## config.mk

```make
export PLATFORM = sky130hd
export DESIGN_NAME = tsa_timeslot_assigner
export DESIGN_NICKNAME = d
export VERILOG_FILES = /design/src/hw/tsa_timeslot_assigner.v
export VERILOG_INCLUDE_DIRS = /design/src /design/src/include
export SDC_FILE = /design/constraint.sdc
export NUM_CORES = 1
export LEC_CHECK = 0
export ABC_AREA = 0
export BUFFER_PORTS_ARGS = -buffer_cell sky130_fd_sc_hd__buf_2
export CAP_MARGIN = 15
export CORE_AREA = 4 4 149 151
export CTS_CLUSTER_DIAMETER = 80
export CTS_CLUSTER_SIZE = 20
export DETAILED_ROUTE_END_ITERATION = 16
export DIE_AREA = 0 0 153 155
export PLACE_DENSITY_LB_ADDON = 0.2
export SYNTH_ARGS = -nofsm -noshare
export SYNTH_HDL_FRONTEND = slang
export SYNTH_SLANG_ARGS = --single-unit
```

## constraint.sdc

```tcl
create_clock -name clk_i -period 3.2 [get_ports clk_i]
set_input_delay 0.96 -clock clk_i [delete_from_list [all_inputs] [get_ports clk_i]]
set_output_delay 0.96 -clock clk_i [all_outputs]
set_load 0.005 [all_outputs]
```

## src/include/tsa_defs.vh

```
/*
  Constants for the timeslot assigner: register indices, field positions,
  reset value and frame timing.
  Assumes inclusion by bare name from hw/ sources.
*/
`ifndef TSA_DEFS_VH
`define TSA_DEFS_VH

// ----------------------------------------
// Register word offsets (wb_adr_i bits 5:2)
// ----------------------------------------
`define TSA_A_OUT_B1      4'h0
`define TSA_A_OUT_B2      4'h1
`define TSA_A_OUT_D       4'h2
`define TSA_A_IN_B1       4'h3
`define TSA_A_IN_B2       4'h4
`define TSA_A_IN_D        4'h5
`define TSA_A_CTRL        4'h6
`define TSA_A_CFG2        4'h7
`define TSA_A_OVSEL       4'h8
`define TSA_A_M4TX        4'h9
`define TSA_A_STAT        4'ha
`define TSA_ADDR_LSB      2
`define TSA_ADDR_MSB      5

// ----------------------------------------
// Fields
// ----------------------------------------
`define TSA_RESET_VAL     8'h00
`define TSA_B_EN_B1       7
`define TSA_B_EN_B2       6
`define TSA_B_EN_D        5
`define TSA_B_M4SRC       4
`define TSA_B_GCI         3
`define TSA_B_DPORT       0
`define TSA_B_OVL         0
`define TSA_B_GSLOT_HI    2

// ----------------------------------------
// Framing
// ----------------------------------------
`define TSA_BITS_PER_SLOT 1'b1
`define TSA_FIELD_A_W    8'h04
`define TSA_CH_BITS       3'h7
`define TSA_D_BITS        3'h1

`endif

```

## src/hw/tsa_timeslot_assigner.v

```verilog
/*
  Timeslot assigner for a serial 2B+D bus: register file on classic
  Wishbone, slot counter driven by sampled bit clock and frame sync,
  channel placement on the serial output and input, D-channel port and
  M4 bit sourcing.
  Assumes serial_bit_clock and frame syncs are slow against clk_i
  (bit clock 800 ns, clk_i 100 ns) and that the far end keeps
  to the serial bus framing.
*/
// The register offsets and the Wishbone register port were decided locally.
// Function
// - Register holds output timeslot of B1 on serial output.
// - Register holds output timeslot of B2 on serial output.
// - Register holds output timeslot of D on serial output.
// - Register holds input sampling timeslot of B1.
// - Register holds input sampling timeslot of B2.
// - Register holds input timeslot of D; low bits are Field_a field.
// - Slot and control registers clear on hardware or software reset.
// - Any channel enable puts all three channels in assigner mode.
// - Assigner mode ignores 8/10 format bit, uses programmed slots only.
// - Disabled channel absent from output; its line transmit data held high, except line D, which takes the D port while the port is on.
// - D enable with D port: D to both outputs, line D from port.
// - D port without D enable: D on port, serial output floats.
// - D port clock is timed from receive frame sync at D slot, from GCI frame sync in GCI-over-bus mode.
// - GCI select uses 3-bit slot field decoded like slot pins.
// - Full GCI, M4 source 0: C/I sets activation M4 bits.
// - Full GCI NT, M4 source 0: ps1, ps2 follow power pins.
// - M4 source 1: all M4 bits come from M4 transmit register.
// - M4 source bit writable via monitor commands in full GCI.
// - Host pin and GCI enable carry 2B+D in Field_a.
// - GCI-over-bus ignores monitor and C/I inputs, leaves them undriven.
// - GCI frame sync overrides superframe align input in this mode.
// - Timeslots are two bit clocks wide, numbered from zero.
// - Overlay registers hidden until overlay access bit is set.
`timescale 1ns/1ps
`include "tsa_defs.vh"

module tsa_timeslot_assigner (
  // Clock and reset
  input  wire       clk_i,
  input  wire       rst_i,
  input  wire       soft_rst_i,
  // Wishbone slave
  input  wire       wb_cyc_i,
  input  wire       wb_stb_i,
  input  wire       wb_we_i,
  input  wire [5:0] wb_adr_i,
  input  wire [3:0] wb_sel_i,
  input  wire [31:0] wb_dat_i,
  output reg  [31:0] wb_dat_o,
  output reg        wb_ack_o,
  // Serial bus pins
  input  wire       serial_bit_clock_i,
  input  wire       receive_frame_sync_i,
  input  wire       gci_frame_sync_i,
  input  wire       serial_din_i,
  output reg        serial_dout_o,
  output reg        serial_dout_oe_o,
  // D-channel port
  input  wire       dport_data_in_i,
  output reg        dport_data_out_o,
  output reg        dport_clock_out_o,
  // Mode and status pins
  input  wire       host_mode_pin_i,
  input  wire       lt_mode_i,
  input  wire       tx_superframe_align_in_i,
  input  wire       power_status_in_one_i,
  input  wire       power_status_in_two_i,
  input  wire       ci_act_i,
  input  wire       ci_dea_i,
  input  wire       ci_uoa_i,
  input  wire       ci_sai_i,
  input  wire       mon_m4src_wr_i,
  input  wire       mon_m4src_val_i,
  // Line side data
  input  wire [7:0] line_b1_rx_i,
  input  wire [7:0] line_b2_rx_i,
  input  wire [1:0] line_d_rx_i,
  output reg  [7:0] line_b1_tx_o,
  output reg  [7:0] line_b2_tx_o,
  output reg  [1:0] line_d_tx_o,
  output reg  [7:0] m4_tx_bits_o,
  output reg        tx_superframe_start_o,
  output reg        assign_mode_o,
  output reg  [7:0] field_a_o
);

  // ----------------------------------------
  // Registers
  // ----------------------------------------
  reg [7:0] out_b1_slot_q, out_b2_slot_q, out_d_slot_q;
  reg [7:0] in_b1_slot_q, in_b2_slot_q, in_d_and_field_a_q;
  reg [7:0] slot_assign_control_q;
  reg [7:0] config_two_register_q;
  reg [7:0] overlay_select_register_q;
  reg [7:0] m4_transmit_register_q;
  reg [7:0] slot_cnt_q;

  wire       clr        = rst_i | soft_rst_i;
  wire [3:0] widx       = wb_adr_i[`TSA_ADDR_MSB:`TSA_ADDR_LSB];
  wire       ovl        = overlay_select_register_q[`TSA_B_OVL];
  wire       wr         = wb_cyc_i & wb_stb_i & wb_we_i & ~wb_ack_o & wb_sel_i[0];

  // Overlay words only decode while access bit is set
  function is_overlay;
    input [3:0] a;
    begin
      is_overlay = (a <= `TSA_A_CFG2);
    end
  endfunction

  wire ov_ok = ~is_overlay(widx) | ovl;

  always @(posedge clk_i) begin
    if (clr) begin
      out_b1_slot_q             <= `TSA_RESET_VAL;
      out_b2_slot_q             <= `TSA_RESET_VAL;
      out_d_slot_q              <= `TSA_RESET_VAL;
      in_b1_slot_q              <= `TSA_RESET_VAL;
      in_b2_slot_q              <= `TSA_RESET_VAL;
      in_d_and_field_a_q       <= `TSA_RESET_VAL;
      slot_assign_control_q     <= `TSA_RESET_VAL;
      config_two_register_q     <= `TSA_RESET_VAL;
      overlay_select_register_q <= `TSA_RESET_VAL;
      m4_transmit_register_q    <= `TSA_RESET_VAL;
    end else begin
      if (wr && ov_ok) begin
        case (widx)
          `TSA_A_OUT_B1: out_b1_slot_q             <= wb_dat_i[7:0];
          `TSA_A_OUT_B2: out_b2_slot_q             <= wb_dat_i[7:0];
          `TSA_A_OUT_D:  out_d_slot_q              <= wb_dat_i[7:0];
          `TSA_A_IN_B1:  in_b1_slot_q              <= wb_dat_i[7:0];
          `TSA_A_IN_B2:  in_b2_slot_q              <= wb_dat_i[7:0];
          `TSA_A_IN_D:   in_d_and_field_a_q       <= wb_dat_i[7:0];
          `TSA_A_CTRL:   slot_assign_control_q     <= wb_dat_i[7:0];
          `TSA_A_CFG2:   config_two_register_q     <= wb_dat_i[7:0];
          `TSA_A_OVSEL:  overlay_select_register_q <= wb_dat_i[7:0];
          `TSA_A_M4TX:   m4_transmit_register_q    <= wb_dat_i[7:0];
          default: ;
        endcase
      end
      // Monitor command in full GCI; applied after the bus write
      if (mon_m4src_wr_i && !host_mode_pin_i)
        slot_assign_control_q[`TSA_B_M4SRC] <= mon_m4src_val_i;
    end
  end

  // ----------------------------------------
  // Wishbone answer: ack one cycle after request, unmapped reads zero
  // ----------------------------------------
  reg [7:0] rd_d;
  always @* begin
    rd_d = `TSA_RESET_VAL;
    if (ov_ok) begin
      case (widx)
        `TSA_A_OUT_B1: rd_d = out_b1_slot_q;
        `TSA_A_OUT_B2: rd_d = out_b2_slot_q;
        `TSA_A_OUT_D:  rd_d = out_d_slot_q;
        `TSA_A_IN_B1:  rd_d = in_b1_slot_q;
        `TSA_A_IN_B2:  rd_d = in_b2_slot_q;
        `TSA_A_IN_D:   rd_d = in_d_and_field_a_q;
        `TSA_A_CTRL:   rd_d = slot_assign_control_q;
        `TSA_A_CFG2:   rd_d = config_two_register_q;
        `TSA_A_OVSEL:  rd_d = overlay_select_register_q;
        `TSA_A_M4TX:   rd_d = m4_transmit_register_q;
        `TSA_A_STAT:   rd_d = slot_cnt_q;
        default:       rd_d = `TSA_RESET_VAL;
      endcase
    end
  end

  always @(posedge clk_i) begin
    if (rst_i) begin
      wb_ack_o <= 1'b0;
      wb_dat_o <= 32'h0000_0000;
    end else begin
      wb_ack_o <= wb_cyc_i & wb_stb_i & ~wb_ack_o;
      wb_dat_o <= {24'h00_0000, rd_d};
    end
  end

  // ----------------------------------------
  // Pin synchronisers
  // ----------------------------------------
  reg [5:0] s1_q, s2_q;
  reg       bclk_prev_q;
  reg       fs_prev_q;
  wire [5:0] pins = {dport_data_in_i, serial_bit_clock_i, receive_frame_sync_i, gci_frame_sync_i,
                     serial_din_i, tx_superframe_align_in_i};

  // ----------------------------------------
  // Modes
  // ----------------------------------------
  wire en_b1  = slot_assign_control_q[`TSA_B_EN_B1];
  wire en_b2  = slot_assign_control_q[`TSA_B_EN_B2];
  wire en_d   = slot_assign_control_q[`TSA_B_EN_D];
  wire m4src  = slot_assign_control_q[`TSA_B_M4SRC];
  wire dport  = config_two_register_q[`TSA_B_DPORT] & host_mode_pin_i;
  wire tsa    = en_b1 | en_b2 | en_d;
  wire gcibus = host_mode_pin_i & slot_assign_control_q[`TSA_B_GCI];
  wire fsync  = gcibus ? s2_q[2] : s2_q[3];
  wire bc_rise = s2_q[4] & ~bclk_prev_q;
  wire bc_fall = ~s2_q[4] & bclk_prev_q;
  wire fs_rise = fsync & ~fs_prev_q;

  always @(posedge clk_i) begin
    if (rst_i) begin
      s1_q        <= 6'h00;
      s2_q        <= 6'h00;
      bclk_prev_q <= 1'b0;
      fs_prev_q   <= 1'b0;
    end else begin
      s1_q        <= pins;
      s2_q        <= s1_q;
      bclk_prev_q <= s2_q[4];
      fs_prev_q   <= fsync;
    end
  end

  // ----------------------------------------
  // Slot counter: a slot is two bit clocks
  // ----------------------------------------
  // Steps on the falling edge so a bit keeps its slot for output and input
  reg       half_q;
  always @(posedge clk_i) begin
    if (rst_i) begin
      slot_cnt_q <= 8'h00;
      half_q     <= 1'b0;
    end else if (fs_rise) begin
      slot_cnt_q <= 8'h00;
      half_q     <= 1'b0;
    end else if (bc_fall) begin
      half_q <= ~half_q;
      if (half_q == `TSA_BITS_PER_SLOT)
        slot_cnt_q <= slot_cnt_q + 8'h01;
    end
  end

  // Slot where a channel window opens, and its last slot offset (width in slots less one)
  function in_window;
    input [7:0] cnt;
    input [7:0] start;
    input [2:0] len;
    begin
      in_window = (cnt >= start) && ((cnt - start) <= {5'h00, len});
    end
  endfunction

  // Field_a field decoded like the three slot pins: each step is 4 timeslots
  wire [2:0] gslot = in_d_and_field_a_q[`TSA_B_GSLOT_HI:0];
  wire [7:0] gbase = {3'h0, gslot, 2'h0};

  // Channel windows: B 8 bits (4 slots), D 2 bits (1 slot)
  // Without the assigner the default placement follows the Field_a, else the slot registers
  wire [7:0] ob1 = tsa ? out_b1_slot_q : gbase;
  wire [7:0] ob2 = tsa ? out_b2_slot_q : gbase + `TSA_FIELD_A_W;
  wire [7:0] od  = tsa ? out_d_slot_q  : gbase + `TSA_FIELD_A_W + `TSA_FIELD_A_W;
  wire [7:0] ib1 = tsa ? in_b1_slot_q  : gbase;
  wire [7:0] ib2 = tsa ? in_b2_slot_q  : gbase + `TSA_FIELD_A_W;
  wire [7:0] id  = tsa ? in_d_and_field_a_q : gbase + `TSA_FIELD_A_W + `TSA_FIELD_A_W;

  wire w_ob1 = in_window(slot_cnt_q, ob1, 3'h3) & (en_b1 | ~tsa);
  wire w_ob2 = in_window(slot_cnt_q, ob2, 3'h3) & (en_b2 | ~tsa);
  wire w_od  = in_window(slot_cnt_q, od, 3'h0) & (en_d | (~tsa & ~dport));
  wire w_ib1 = in_window(slot_cnt_q, ib1, 3'h3);
  wire w_ib2 = in_window(slot_cnt_q, ib2, 3'h3);
  wire w_id  = in_window(slot_cnt_q, id, 3'h0);
  wire w_dp  = in_window(slot_cnt_q, od, 3'h0) & dport;
  // Monitor and C/I slots fall outside every window, so stay undriven and unread

  // ----------------------------------------
  // Bit shifting
  // ----------------------------------------
  reg [7:0] rb1_q, rb2_q;
  reg [1:0] rd_q, pd_q;
  // Bit position inside each B window, MSB first
  wire [7:0] off1 = slot_cnt_q - ob1;
  wire [7:0] off2 = slot_cnt_q - ob2;
  wire [2:0] pos1 = {off1[1:0], half_q};
  wire [2:0] pos2 = {off2[1:0], half_q};

  always @(posedge clk_i) begin
    if (rst_i) begin
      serial_dout_o     <= 1'b1;
      serial_dout_oe_o  <= 1'b0;
      dport_data_out_o  <= 1'b1;
      dport_clock_out_o <= 1'b0;
      rb1_q <= 8'hff;
      rb2_q <= 8'hff;
      rd_q  <= 2'h3;
      pd_q  <= 2'h3;
    end else begin
      if (bc_rise) begin
        serial_dout_oe_o <= w_ob1 | w_ob2 | w_od;
        serial_dout_o    <= w_ob1 ? line_b1_rx_i[3'h7 - pos1] :
                            w_ob2 ? line_b2_rx_i[3'h7 - pos2] :
                            w_od  ? line_d_rx_i[~half_q] : 1'b1;
        dport_data_out_o <= w_dp ? line_d_rx_i[~half_q] : 1'b1;
        dport_clock_out_o <= w_dp;
      end
      if (bc_fall) begin
        dport_clock_out_o <= 1'b0;
        if (w_ib1) rb1_q <= {rb1_q[6:0], s2_q[1]};
        if (w_ib2) rb2_q <= {rb2_q[6:0], s2_q[1]};
        if (w_id)  rd_q  <= {rd_q[0], s2_q[1]};
        if (w_dp)  pd_q  <= {pd_q[0], s2_q[5]};
      end
    end
  end

  // ----------------------------------------
  // Line-side data updated at frame start, M4 bits every clock
  // ----------------------------------------
  reg [7:0] m4_d;
  always @* begin
    if (m4src) begin
      m4_d = m4_transmit_register_q;
    end else if (lt_mode_i) begin
      m4_d = {ci_act_i, ci_dea_i, ci_uoa_i, m4_transmit_register_q[4:0]};
    end else begin
      m4_d = {ci_act_i, ci_sai_i, power_status_in_one_i, power_status_in_two_i,
              m4_transmit_register_q[3:0]};
    end
  end

  always @(posedge clk_i) begin
    if (rst_i) begin
      line_b1_tx_o          <= 8'hff;
      line_b2_tx_o          <= 8'hff;
      line_d_tx_o           <= 2'h3;
      m4_tx_bits_o          <= 8'h00;
      tx_superframe_start_o <= 1'b0;
      assign_mode_o         <= 1'b0;
      field_a_o            <= 8'h00;
    end else begin
      tx_superframe_start_o <= gcibus ? fs_rise : s2_q[0];
      assign_mode_o         <= tsa;
      field_a_o            <= gbase;
      m4_tx_bits_o          <= m4_d;
      if (fs_rise) begin
        line_b1_tx_o <= (tsa & ~en_b1) ? 8'hff : rb1_q;
        line_b2_tx_o <= (tsa & ~en_b2) ? 8'hff : rb2_q;
        line_d_tx_o  <= dport ? pd_q : ((tsa & ~en_d) ? 2'h3 : rd_q);
      end
    end
  end

endmodule // tsa_timeslot_assigner

```

Word level (Yosys, flattened, before mapping)
Cells that the tools add are included.
Cells by class
  add/subtract/negate cells: 11
  order comparisons: 16
  equality and inequality tests: 10
  muxes and demuxes: 28
  bitwise operators: 39
  reductions and logical operators: 31
Operators with widths (count)
  $pmux 8 s11: 1
  $mux 8: 9
  $ge 8x8->1: 6
  $sub 8x8->8: 6
  $le 8x2->1 const B: 4
  $reduce_and 2->1: 16
  $and 1x1->1: 18
  $eq 4x3->1 const B: 4
  $le 8x1->1 const B: 2
  $eq 4x4->1 const B: 3
  $not 1->1: 12
  $mux 1: 11
  $mux 5: 2
  $or 1x1->1: 9
  $add 8x1->8 const B: 1
  $eq 4x2->1 const B: 2
  $logic_and 1x1->1: 8
  $lt 3x4->1 const B: 2
  $add 6x3->7 const B: 1
  $mux 7: 1
  $add 5x3->6 const B: 1
  $bmux 1 s3: 2
  $reduce_or 2->1: 3
  $sub 3x3->3 const A: 2
  other kinds (7): 9
Storage, ports and cells
  register bits: 196
  input bits: 82
  output and inout port bits: 73
  word-level logic and storage cells: 171

Longest topological paths before layout
Gate-level depths: netlist of the first run.
  word-level depth: 10
  gate-level depth with buffers: 14
  mapped depth without buffers: 12

Worst setup path after synthesis of the first run
OpenSTA, ideal clock, no wires.
  kind: reg-to-reg
  from: register slot_assign_control_q[5]
  to: register rb2_q[0]
  setup time: 0.072 ns
  arrival: 3.358 ns
  data required time: 3.128 ns
  slack: -0.230 ns
  stages on the path, launching flop included: 14
  buffers on the path: 3
  period minus slack after synthesis: 3.430 ns
  path through: dfxtp_1 clkbuf_1 or3_1 clkbuf_1 clkbuf_1 and2_1 ha_1 fa_1 nor2b_4 o21a_1 o21ai_0 a2111o_1 a2111oi_4 mux2i_1
On the way
  longest elaborated chain between the ends: 6
  elaborated cells on any way between the ends: 7
  those cells by class: add/sub: 1; order compare: 2; mux: 1; bitwise: 1; reduce/logical: 2
RTL lines
  start: declaration: line tsa_timeslot_assigner.v:93  | reg [7:0] slot_assign_control_q;
  start signal: assignment: line tsa_timeslot_assigner.v:122  | slot_assign_control_q <= `TSA_RESET_VAL;
  start signal: assignment: line tsa_timeslot_assigner.v:135  | `TSA_A_CTRL: slot_assign_control_q <= wb_dat_i[7:0];
  start signal: indexed assignment: line tsa_timeslot_assigner.v:144  | slot_assign_control_q[`TSA_B_M4SRC] <= mon_m4src_val_i;
  $or 1x1->1 *: line tsa_timeslot_assigner.v:199  | wire tsa = en_b1 | en_b2 | en_d;
  $mux 8 (no line) *
  $sub 8x8->8: line tsa_timeslot_assigner.v:245  | in_window = (cnt >= start) && ((cnt - start) <= {5'h00, len});
  $le 8x2->1: line tsa_timeslot_assigner.v:245
  $logic_and 1x1->1 *: line tsa_timeslot_assigner.v:245
  $reduce_and 2->1 (no line) *
  end signal: assignment: line tsa_timeslot_assigner.v:304  | if (w_ib2) rb2_q <= {rb2_q[6:0], s2_q[1]};
  end: declaration: line tsa_timeslot_assigner.v:274  | reg [7:0] rb1_q, rb2_q;
Every way passes the cells marked *; elsewhere a longest branch is shown, timed or not.
A chain may end at the register's enable or synchronous reset.

Worst setup path in the final report of the first run
  from: register slot_assign_control_q[6]
  to: register rb1_q[1]
On the way
  longest elaborated chain between the ends: 7
  elaborated cells on any way between the ends: 8
  those cells by class: add/sub: 1; order compare: 2; mux: 1; bitwise: 2; reduce/logical: 2
RTL lines
  $or 1x1->1 * (2 in series): line tsa_timeslot_assigner.v:199
  $mux 8 *: line tsa_timeslot_assigner.v:258  | wire [7:0] ib1 = tsa ? in_b1_slot_q : gbase;
  $sub 8x8->8: line tsa_timeslot_assigner.v:245
  $le 8x2->1: line tsa_timeslot_assigner.v:245
  $logic_and 1x1->1 *: line tsa_timeslot_assigner.v:245
  $reduce_and 2->1 (no line) *
  end signal: assignment: line tsa_timeslot_assigner.v:303  | if (w_ib1) rb1_q <= {rb1_q[6:0], s2_q[1]};
  end: declaration: line tsa_timeslot_assigner.v:274
Marked as above.

==> metrics.cfg, run 1 <==
[outcome]
outcome=finished, violations left
violations=setup timing

[floorplan]
die_h_um=155
die-area_um2=23700
coreArea_um2=20800
start_util_pct=44.5
die_w_um=153
ios=155
num_rows=53

[clock_network]
cts.sinks=167
htree_levels=4
cts_tree=built
clk_pin_slew_ns=0.07
clkLatencyLatePin_ns=0.43
cts_root_buf=clkbuf_16
cts_made_buffers=17
ctsHoldBuffers=0
cts_max_path_buffers=2

[logic_synthesis]
async_reset_ff_share_pct=0
synth.top_cells.by_area=dfxtp_1 36%, nand2_1 7.8%, ha_1 7.4%
synth_edf_count=0
synth.top_cells.by_count=192 x nand2_1, 167 x dfxtp_1, 121 x a21oi_1
synth.avg_cell_area_um2=8.22
synth.most_common_cell=nand2_1
synth_compound_area_share_pct=20.6
synth_top_area_share_pct=36.1
synth_warnings=0
synth.largest_area_cell=dfxtp_1
synth_top_family_by_area=simple AND/OR/NAND/NOR gates
ys_ff_latch=167
synth_xor_area_share_pct=1.51
yosysSeqAreaShare_pct=36.1
synth_area_um2=9260
yosys.area_share.adder_pct=8.30
synthCells=1126
synth.mux.area_fraction_pct=7.19
synthSimpleGateAreaFrac_pct=20.7
synth_ff_type=dfxtp_1
ys_types=72

[global_route]
overflow=0
grtUsageMet3_pct=5.59
busiest_layer=met2
grt_usage_pct=23.7
antenna_found_initial=0
grt_pass1_vias=8176
globalRouteMet1Util_pct=32.7
use_met2_pct=37.6
grt_pass1_wl_um=44800
grt_max_degree=37

[power]
cellInternalPower_mw=3.58
seqPwrFrac_pct=45.0
power.share.clock_pct=49.9
p_leak_nw=4.48
swShare_pct=23.2
power_density_nw_per_um2=403
fin_total_pwr_mw=4.66
vdd_drop_max_mv=0.324
combPwrFrac_pct=5.0
netSwitchingPower_mw=1.08

[min_path]
hold_path_class=reg -> reg

[finish]
regArea_um2=3350
antenna_cells=0
multi_input_area_um2=5770
nets=1435
num-fill-cells=1942
syn2layout_area_growth_pct=25.1
final_util_pct=55.6
drive_gt1_share_pct=23.8

[timing]
timing.fmax_mhz=306
fin_tns_setup_ns=-0.147
min_period_over_period_pct=102
worst_slew_pin_slew_ns=0.642
hold_violations=0
holdWs_ns=0.434
grt_setup_unrepaired=true
clock_skew_ns=0.0104
period_needed_ns=3.27
max-slew-margin-rel_pct=57.2
slew_violations=0
setup_viol=8
layout_setup_ws_ns=-0.0714

[worst_setup_path]
cp.arrival_ns=3.56
crit_fanout=8
path_class=reg -> reg
crit_required_ns=3.49
end_kind=flip-flop
cp-start-kind=flip-flop

[routing]
drc=0
initialDrtViolationCount=775
final_antenna_net_count=0
vias=8849
vias_per_cell=5.60
drt_wl_total_um=29300
firstDrtPassIters=5
avgRoutedWirePerCell_um=18.5

[placement]
gp_congestion=0.968
post-place-ws_ns=-0.150
portBuffers=96
hpwl_um=21600

[flow_run]
maxCapViolations=0

-- flip-flops by register name (all words and copies together) (netlist names), 3 cells and up --
signal / cells
out_d_slot_q: 8
config_two_register_q: 8
slot_assign_control_q: 8
rb2_q: 8
line_b1_tx_o: 8
line_b2_tx_o: 8
rb1_q: 8
s2_q: 6
out_b2_slot_q: 8
field_a_o: 3
m4_transmit_register_q: 8
in_b1_slot_q: 8
in_d_and_field_a_q: 8
m4_tx_bits_o: 8
in_b2_slot_q: 8
wb_dat_o: 8
overlay_select_register_q: 8
slot_cnt_q: 8
s1_q: 6
out_b1_slot_q: 8
-- worst max-delay path, stage by stage, from the launching register on --
cell and delay (ns):
dfxtp_4 0.34, or3_4 0.40, buf_6 0.15, and2_1 0.16, ha_1 0.21, fa_2 0.38
nor2b_4 0.12, o22ai_1 0.08, or4_4 0.43, a311o_2 0.43, buf_4 0.17, nor4_2 0.17
o21ai_1 0.10
-- cell type report --
class	instances	area share, %
Timing Repair Buffer	201	11.7
Clock inverter	14	2.02
Multi-Input combinational cell	879	49.8
Sequential cell	167	28.9
Tap cell	275	2.97
Clock buffer	17	3.67
Inverter	28	0.907
-- repair_timing --
action / 4_1_cts / 5_1_grt
resized for setup: 25 / 54
endpoints found under the setup margin: 22 / 24
buffers inserted: 4 / 7
pin swaps: 7 / 40
gates cloned: 1 / 0
-- kinds of logic (layout without fill, tap and decap cells) --
kind of cell    count (synthesis)  after routing
other cells                     1             29
flops                         167            167
simple gates                  424            424
xor+xnor                       16             16
compound gates                293            293
mux                            58             58
buf+inv                       108            260
fa+ha+maj                      59             59
-- worst paths after layout --
path | start | to | slack, ns | cells past startpoint
worst min-delay path | s1_q[2] | s2_q[2] | 0.43 | 1
worst max-delay path | slot_assign_control_q[6] | rb1_q[1] | -0.07 | 12
worst min register to register | s1_q[2] | s2_q[2] | 0.43 | 1
worst max register to register | slot_assign_control_q[6] | rb1_q[1] | -0.07 | 12
-- power groups by stage --
stage | Combinational [mW] | Sequential (mW) | Clock (mW)
after floorplan | 0.157 | 2.14 | 0
after global placement | 0.222 | 2.15 | 0
after detailed placement | 0.224 | 2.15 | 0
after CTS | 0.226 | 2.10 | 2.36
after global routing | 0.252 | 2.10 | 2.46
final | 0.234 | 2.10 | 2.33
-- cells in the final DEF, fill, tap and decap left out, types with 9 or more instances in the layout --
cell type / instances
nor3_1: 9
nor2b_1: 39
a31oi_1: 9
inv_1: 28
a22oi_1: 9
dfxtp_1: 162
nand3_1: 18
buf_4: 92
a21oi_1: 113
o22a_1: 17
clkbuf_16: 18
conb_1: 29
mux2i_1: 43
o21ai_1: 10
nand2b_1: 11
xnor2_1: 9
o21ai_0: 31
ha_1: 52
buf_6: 9
nor2_1: 97
buf_2: 96
nand2_1: 191
-- layer usage --
metal | wire (um) | part of all wire (%)
met1 | 13000 | 44
met2 | 13400 | 46
met5 | 0 | 0
met4 | 532 | 1.8
met3 | 2380 | 8.1
-- per-stage QoR --
step | std cells | cell area [um^2]
CTS | 1573 | 11300
finish | 1581 | 11600
global route | 1581 | 11600
floorplan | 1154 | 9420
detailed placement | 1537 | 10500
global placement | 1537 | 10500
Power figures use the tool's default switching activity.
==> inputs of run 2 (changes only) <==
==> constraint.sdc (replaced) <==
create_clock -name clk_i -period 3.2 [get_ports clk_i]
set_input_delay 0.32 -clock clk_i [delete_from_list [all_inputs] [get_ports clk_i]]
set_output_delay 0.32 -clock clk_i [all_outputs]
set_load 0.005 [all_outputs]
==> metrics.cfg, run 2 (synthesis gave the netlist of run 1 again) <==
[outcome]
outcome=finished, violations left
violations=setup timing

[global_route]
globalRouteMet1Util_pct=33.4
busiest_layer=met2
grt_usage_pct=24.0
use_met2_pct=38.4
antenna_found_initial=0
grt_pass1_wl_um=45400
overflow=0
grt_max_degree=33
grt_pass1_vias=8401
grtUsageMet3_pct=4.09

[routing]
drt_wl_total_um=29200
firstDrtPassIters=6
vias_per_cell=5.65
drc=0
initialDrtViolationCount=800
vias=8912
avgRoutedWirePerCell_um=18.5
final_antenna_net_count=0

[clock_network]
cts_made_buffers=17
cts_max_path_buffers=2
cts.sinks=167
clk_pin_slew_ns=0.07
clkLatencyLatePin_ns=0.43
htree_levels=4
ctsHoldBuffers=0
cts_root_buf=clkbuf_16
cts_tree=built

[timing]
timing.fmax_mhz=305
worst_slew_pin_slew_ns=0.815
period_needed_ns=3.28
clock_skew_ns=0.0119
setup_viol=8
layout_setup_ws_ns=-0.0781
min_period_over_period_pct=102
holdWs_ns=0.0973
hold_violations=0
grt_setup_unrepaired=true
max-slew-margin-rel_pct=44.6
slew_violations=0

[worst_setup_path]
rr_worst_depth=12
timing.rr.start=slot_assign_control_q[5]
path_class=reg -> reg
reg2reg_to=rb2_q[0]
end_kind=flip-flop
cp.arrival_ns=3.62
crit_end=rb2_q[0]
crit_required_ns=3.54
crit_fanout=8
crit_start=slot_assign_control_q[5]
r2r_setup_slack_ns=-0.08
cp-start-kind=flip-flop

[floorplan]
start_util_pct=44.5
ios=155
die_w_um=153
die_h_um=155
die-area_um2=23700
num_rows=53
coreArea_um2=20800

[finish]
layout_commonest_cell=nand2_1
syn2layout_area_growth_pct=24.2
antenna_cells=0
nets=1431
num-fill-cells=1956
drive_gt1_share_pct=24.3
final_cell_mix=189 x nand2_1, 162 x dfxtp_1, 115 x a21oi_1

[min_path]
hold_path_class=in -> reg

[power]
vdd_drop_max_mv=0.335
power_density_nw_per_um2=378
p_leak_nw=4.38
fin_total_pwr_mw=4.34

[flow_run]
maxCapViolations=0

[placement]
portBuffers=96
gp_congestion=0.959
hpwl_um=21400

-- run 2: timing repair --
action                                  CTS  global route
buffers inserted                         10             8
pin swaps                                24            24
endpoints found under the setup margin   23            23
resized for setup                        38            58
-- run 2: worst max-delay path, stage by stage, from the launching register on --
cell       delay [ns]
dfxtp_4          0.36
or3_4            0.40
buf_6            0.15
buf_6            0.11
a21oi_2          0.14
ha_1             0.26
nor2b_4          0.13
o21a_1           0.19
or3_1            0.31
a2111o_1         0.41
a2111oi_4        0.31
buf_6            0.20
mux2i_1          0.21
-- run 2: cell type report --
cell class	count	area [um^2]	share of cell area, %
inverters	28	105	0.914
well taps	275	344	2.99
repair buffers	197	1280	11.2
clock buffers	18	429	3.73
multi-input cells	879	5840	50.8
clock inverters	13	141	1.23
flip-flops and latches	167	3350	29.2
-- run 2: stage by stage --
step	setup TNS, ns	util, %	instances	worst slack [ns]	cell area, um^2
6_report	-0.308	55.2	1577	-0.0781	11500
5_1_grt	-1.76	55.2	1577	-0.154	11500
4_1_cts	-0.203	53.9	1569	-0.0360	11200
3_5_place_dp	-3.60	50.1	1528	-0.208	10400
3_3_place_gp	-2.84	50.1	1528	-0.170	10400
2_1_floorplan	-1.20	-	1154	-0.137	9420
-- run 2: layer usage --
layer / routed length (um) / share of wire (%)
met5: 0 / 0
met4: 693 / 2.4
met3: 2130 / 7.3
met2: 13300 / 45
met1: 13100 / 45
-- run 2: worst min path at each step --
| stage | start | to | depth (start not counted) |
|---|---|---|---|
| after floorplan | s1_q[0] | s2_q[0] | 1 |
| after global placement | s1_q[3] | s2_q[3] | 1 |
| after detailed placement | s1_q[1] | s2_q[1] | 1 |
| after CTS | gci_frame_sync_i | s1_q[2] | 2 |
| after global routing | receive_frame_sync_i | s1_q[3] | 2 |
| final | gci_frame_sync_i | s1_q[2] | 2 |
-- run 2: report_power, final --
group | internal (mW) | switching [mW]
clock network | 1.09 | 0.924
logic | 0.0740 | 0.154
registers | 2.09 | 0.00853
==> inputs of run 3 (changes only) <==
--- a/config.mk
+++ b/config.mk
@@ -9,12 +9,13 @@
 export ABC_AREA = 0
 export BUFFER_PORTS_ARGS = -buffer_cell sky130_fd_sc_hd__buf_2
 export CAP_MARGIN = 15
-export CORE_AREA = 4 4 149 151
+export CORE_AREA = 4 4 158 160
 export CTS_CLUSTER_DIAMETER = 80
 export CTS_CLUSTER_SIZE = 20
 export DETAILED_ROUTE_END_ITERATION = 16
-export DIE_AREA = 0 0 153 155
+export DIE_AREA = 0 0 162 164
 export PLACE_DENSITY_LB_ADDON = 0.2
 export SYNTH_ARGS = -nofsm -noshare
 export SYNTH_HDL_FRONTEND = slang
 export SYNTH_SLANG_ARGS = --single-unit
+export TNS_END_PERCENT = 100
==> metrics.cfg, run 3 (synthesis gave the netlist of run 1 again) <==
[placement]
gp_congestion=0.933
hpwl_um=21500
portBuffers=96
placed_area_um2=10500

[floorplan]
ios=155
coreArea_um2=23400
num_rows=56
start_util_pct=39.6
die_w_um=162
die-area_um2=26600
die_h_um=164

[clock_network]
cts_max_path_buffers=2
cts.sinks=167
cts_made_buffers=17
cts_root_buf=clkbuf_16
cts_tree=built
clkLatencyLatePin_ns=0.44
clk_pin_slew_ns=0.07
ctsHoldBuffers=0
htree_levels=4

[worst_setup_path]
cp-start-kind=flip-flop
path_class=reg -> reg
critPathSlowestCell=or3_4
rr_worst_depth=11
timing.rr.start=slot_assign_control_q[6]
end_kind=flip-flop
crit_chain=or3_4, buf_4, a21oi_4, ha_4, nor2b_1, a2111o_1, a211o_1, a221o_1, buf_4, nor4_2, o21ai_1
crit_fanout=6
crit_family=compound AO/OA/AOI/OAI gates
r2r_setup_slack_ns=0.06
crit_required_ns=3.52
cpPeakStageDelay_ns=0.44
cp_num_buf_inv=2
cp.arrival_ns=3.46
path_common_cell=buf_4
reg2reg_to=dport_data_out_o

[routing]
drt_wl_total_um=29200
final_antenna_net_count=0
firstDrtPassIters=5
avgRoutedWirePerCell_um=18.1
initialDrtViolationCount=653
vias_per_cell=5.42
drc=0
vias=8731

[global_route]
grtUsageMet3_pct=3.64
grt_usage_pct=21.5
grt_pass1_wl_um=44800
overflow=0
use_met2_pct=34.2
grt_pass1_vias=8056
antenna_found_initial=0
globalRouteMet1Util_pct=30.4
busiest_layer=met2
grt_max_degree=38

[finish]
final_cell_mix=192 x nand2_1, 162 x dfxtp_1, 117 x a21oi_1
drive_gt1_share_pct=22.9
stdcell_area_um2=11500
layout_commonest_cell=nand2_1
final_util_pct=49.2
nets=1421
syn2layout_area_growth_pct=24.3
antenna_cells=0

[timing]
setup_viol=0
fin_tns_setup_ns=0
hold_violations=0
max-slew-margin-rel_pct=38.9
period_needed_ns=3.14
min_period_over_period_pct=98.2
timing.fmax_mhz=318
worst_slew_pin_slew_ns=0.912
clock_skew_ns=0.0115
grt_setup_unrepaired=true
slew_violations=0

[min_path]
hold_path_class=in -> reg
holdPathStages=2
hold_end=s1_q[2]
worstHoldStart=gci_frame_sync_i

[power]
power_density_nw_per_um2=389
fin_total_pwr_mw=4.48
vdd_drop_max_mv=0.303
p_leak_nw=4.35

[flow_run]
maxCapViolations=0

[outcome]
outcome=finished clean

[run 3: cell count changes in the layout (fill, tap and decap cells not counted), moves of 3 or more]
cell	before	now
buf_4	89	82
nor4_2	4	8
a21oi_2	5	2
clkinv_4	4	1
inv_8	1	4
clkinvlp_4	3	0
nand2_1	189	192
buf_6	12	6
nand2_2	3	0
[run 3: final cells by class]
type	instances	area, um^2
Inverter	28	105
Multi-Input combinational cell	880	5830
Fill cell	2318	11900
Tap cell	319	399
Clock inverter	14	176
Sequential cell	167	3350
Clock buffer	18	439
Timing Repair Buffer	186	1200
[run 3: layer usage]
layer  wire [um]  vias to the layer above  share of wire, %
met1       13400                     4114                46
li1            -                     4275                 -
met2       13200                      304                45
met4         555                        0               1.9
met3        2020                       38               6.9
met5           0                        -                 0
[run 3: repair_timing]
action	CTS	global route
endpoints found under the setup margin	23	24
gates cloned	0	1
pin swaps	2	24
gates resized for setup	8	70
setup buffers	1	10
[run 3: stage by stage]
| stage | cells | setup slack, ns | hold WS (ns) |
|---|---|---|---|
| 2_1_floorplan | 1154 | -0.137 | 0.414 |
| 3_3_place_gp | 1568 | -0.130 | 0.426 |
| 3_5_place_dp | 1568 | -0.189 | 0.426 |
| 4_1_cts | 1601 | -0.0239 | 0.0838 |
| 5_1_grt | 1612 | -0.0919 | 0.102 |
| 6_report | 1612 | 0.0582 | 0.0948 |
[run 3: power by group]
group	total, mW	switching, mW	internal (mW)
Sequential	2.10	0.00873	2.09
Clock	2.15	1.00	1.15
Combinational	0.226	0.151	0.0753
Total	4.48	1.16	3.31
[run 3: worst max-delay path by stage]
stage | startpoint | endpoint | slack [ns] | cells past startpoint
floorplan | slot_assign_control_q[5] | rb2_q[0] | -0.14 | 13
global placement | slot_assign_control_q[7] | serial_dout_oe_o | -0.13 | 12
detailed placement | slot_assign_control_q[7] | serial_dout_oe_o | -0.19 | 12
CTS | slot_assign_control_q[7] | pd_q[1] | -0.02 | 12
global route | slot_assign_control_q[6] | rb1_q[0] | -0.09 | 15
finish | slot_assign_control_q[6] | dport_data_out_o | 0.06 | 11
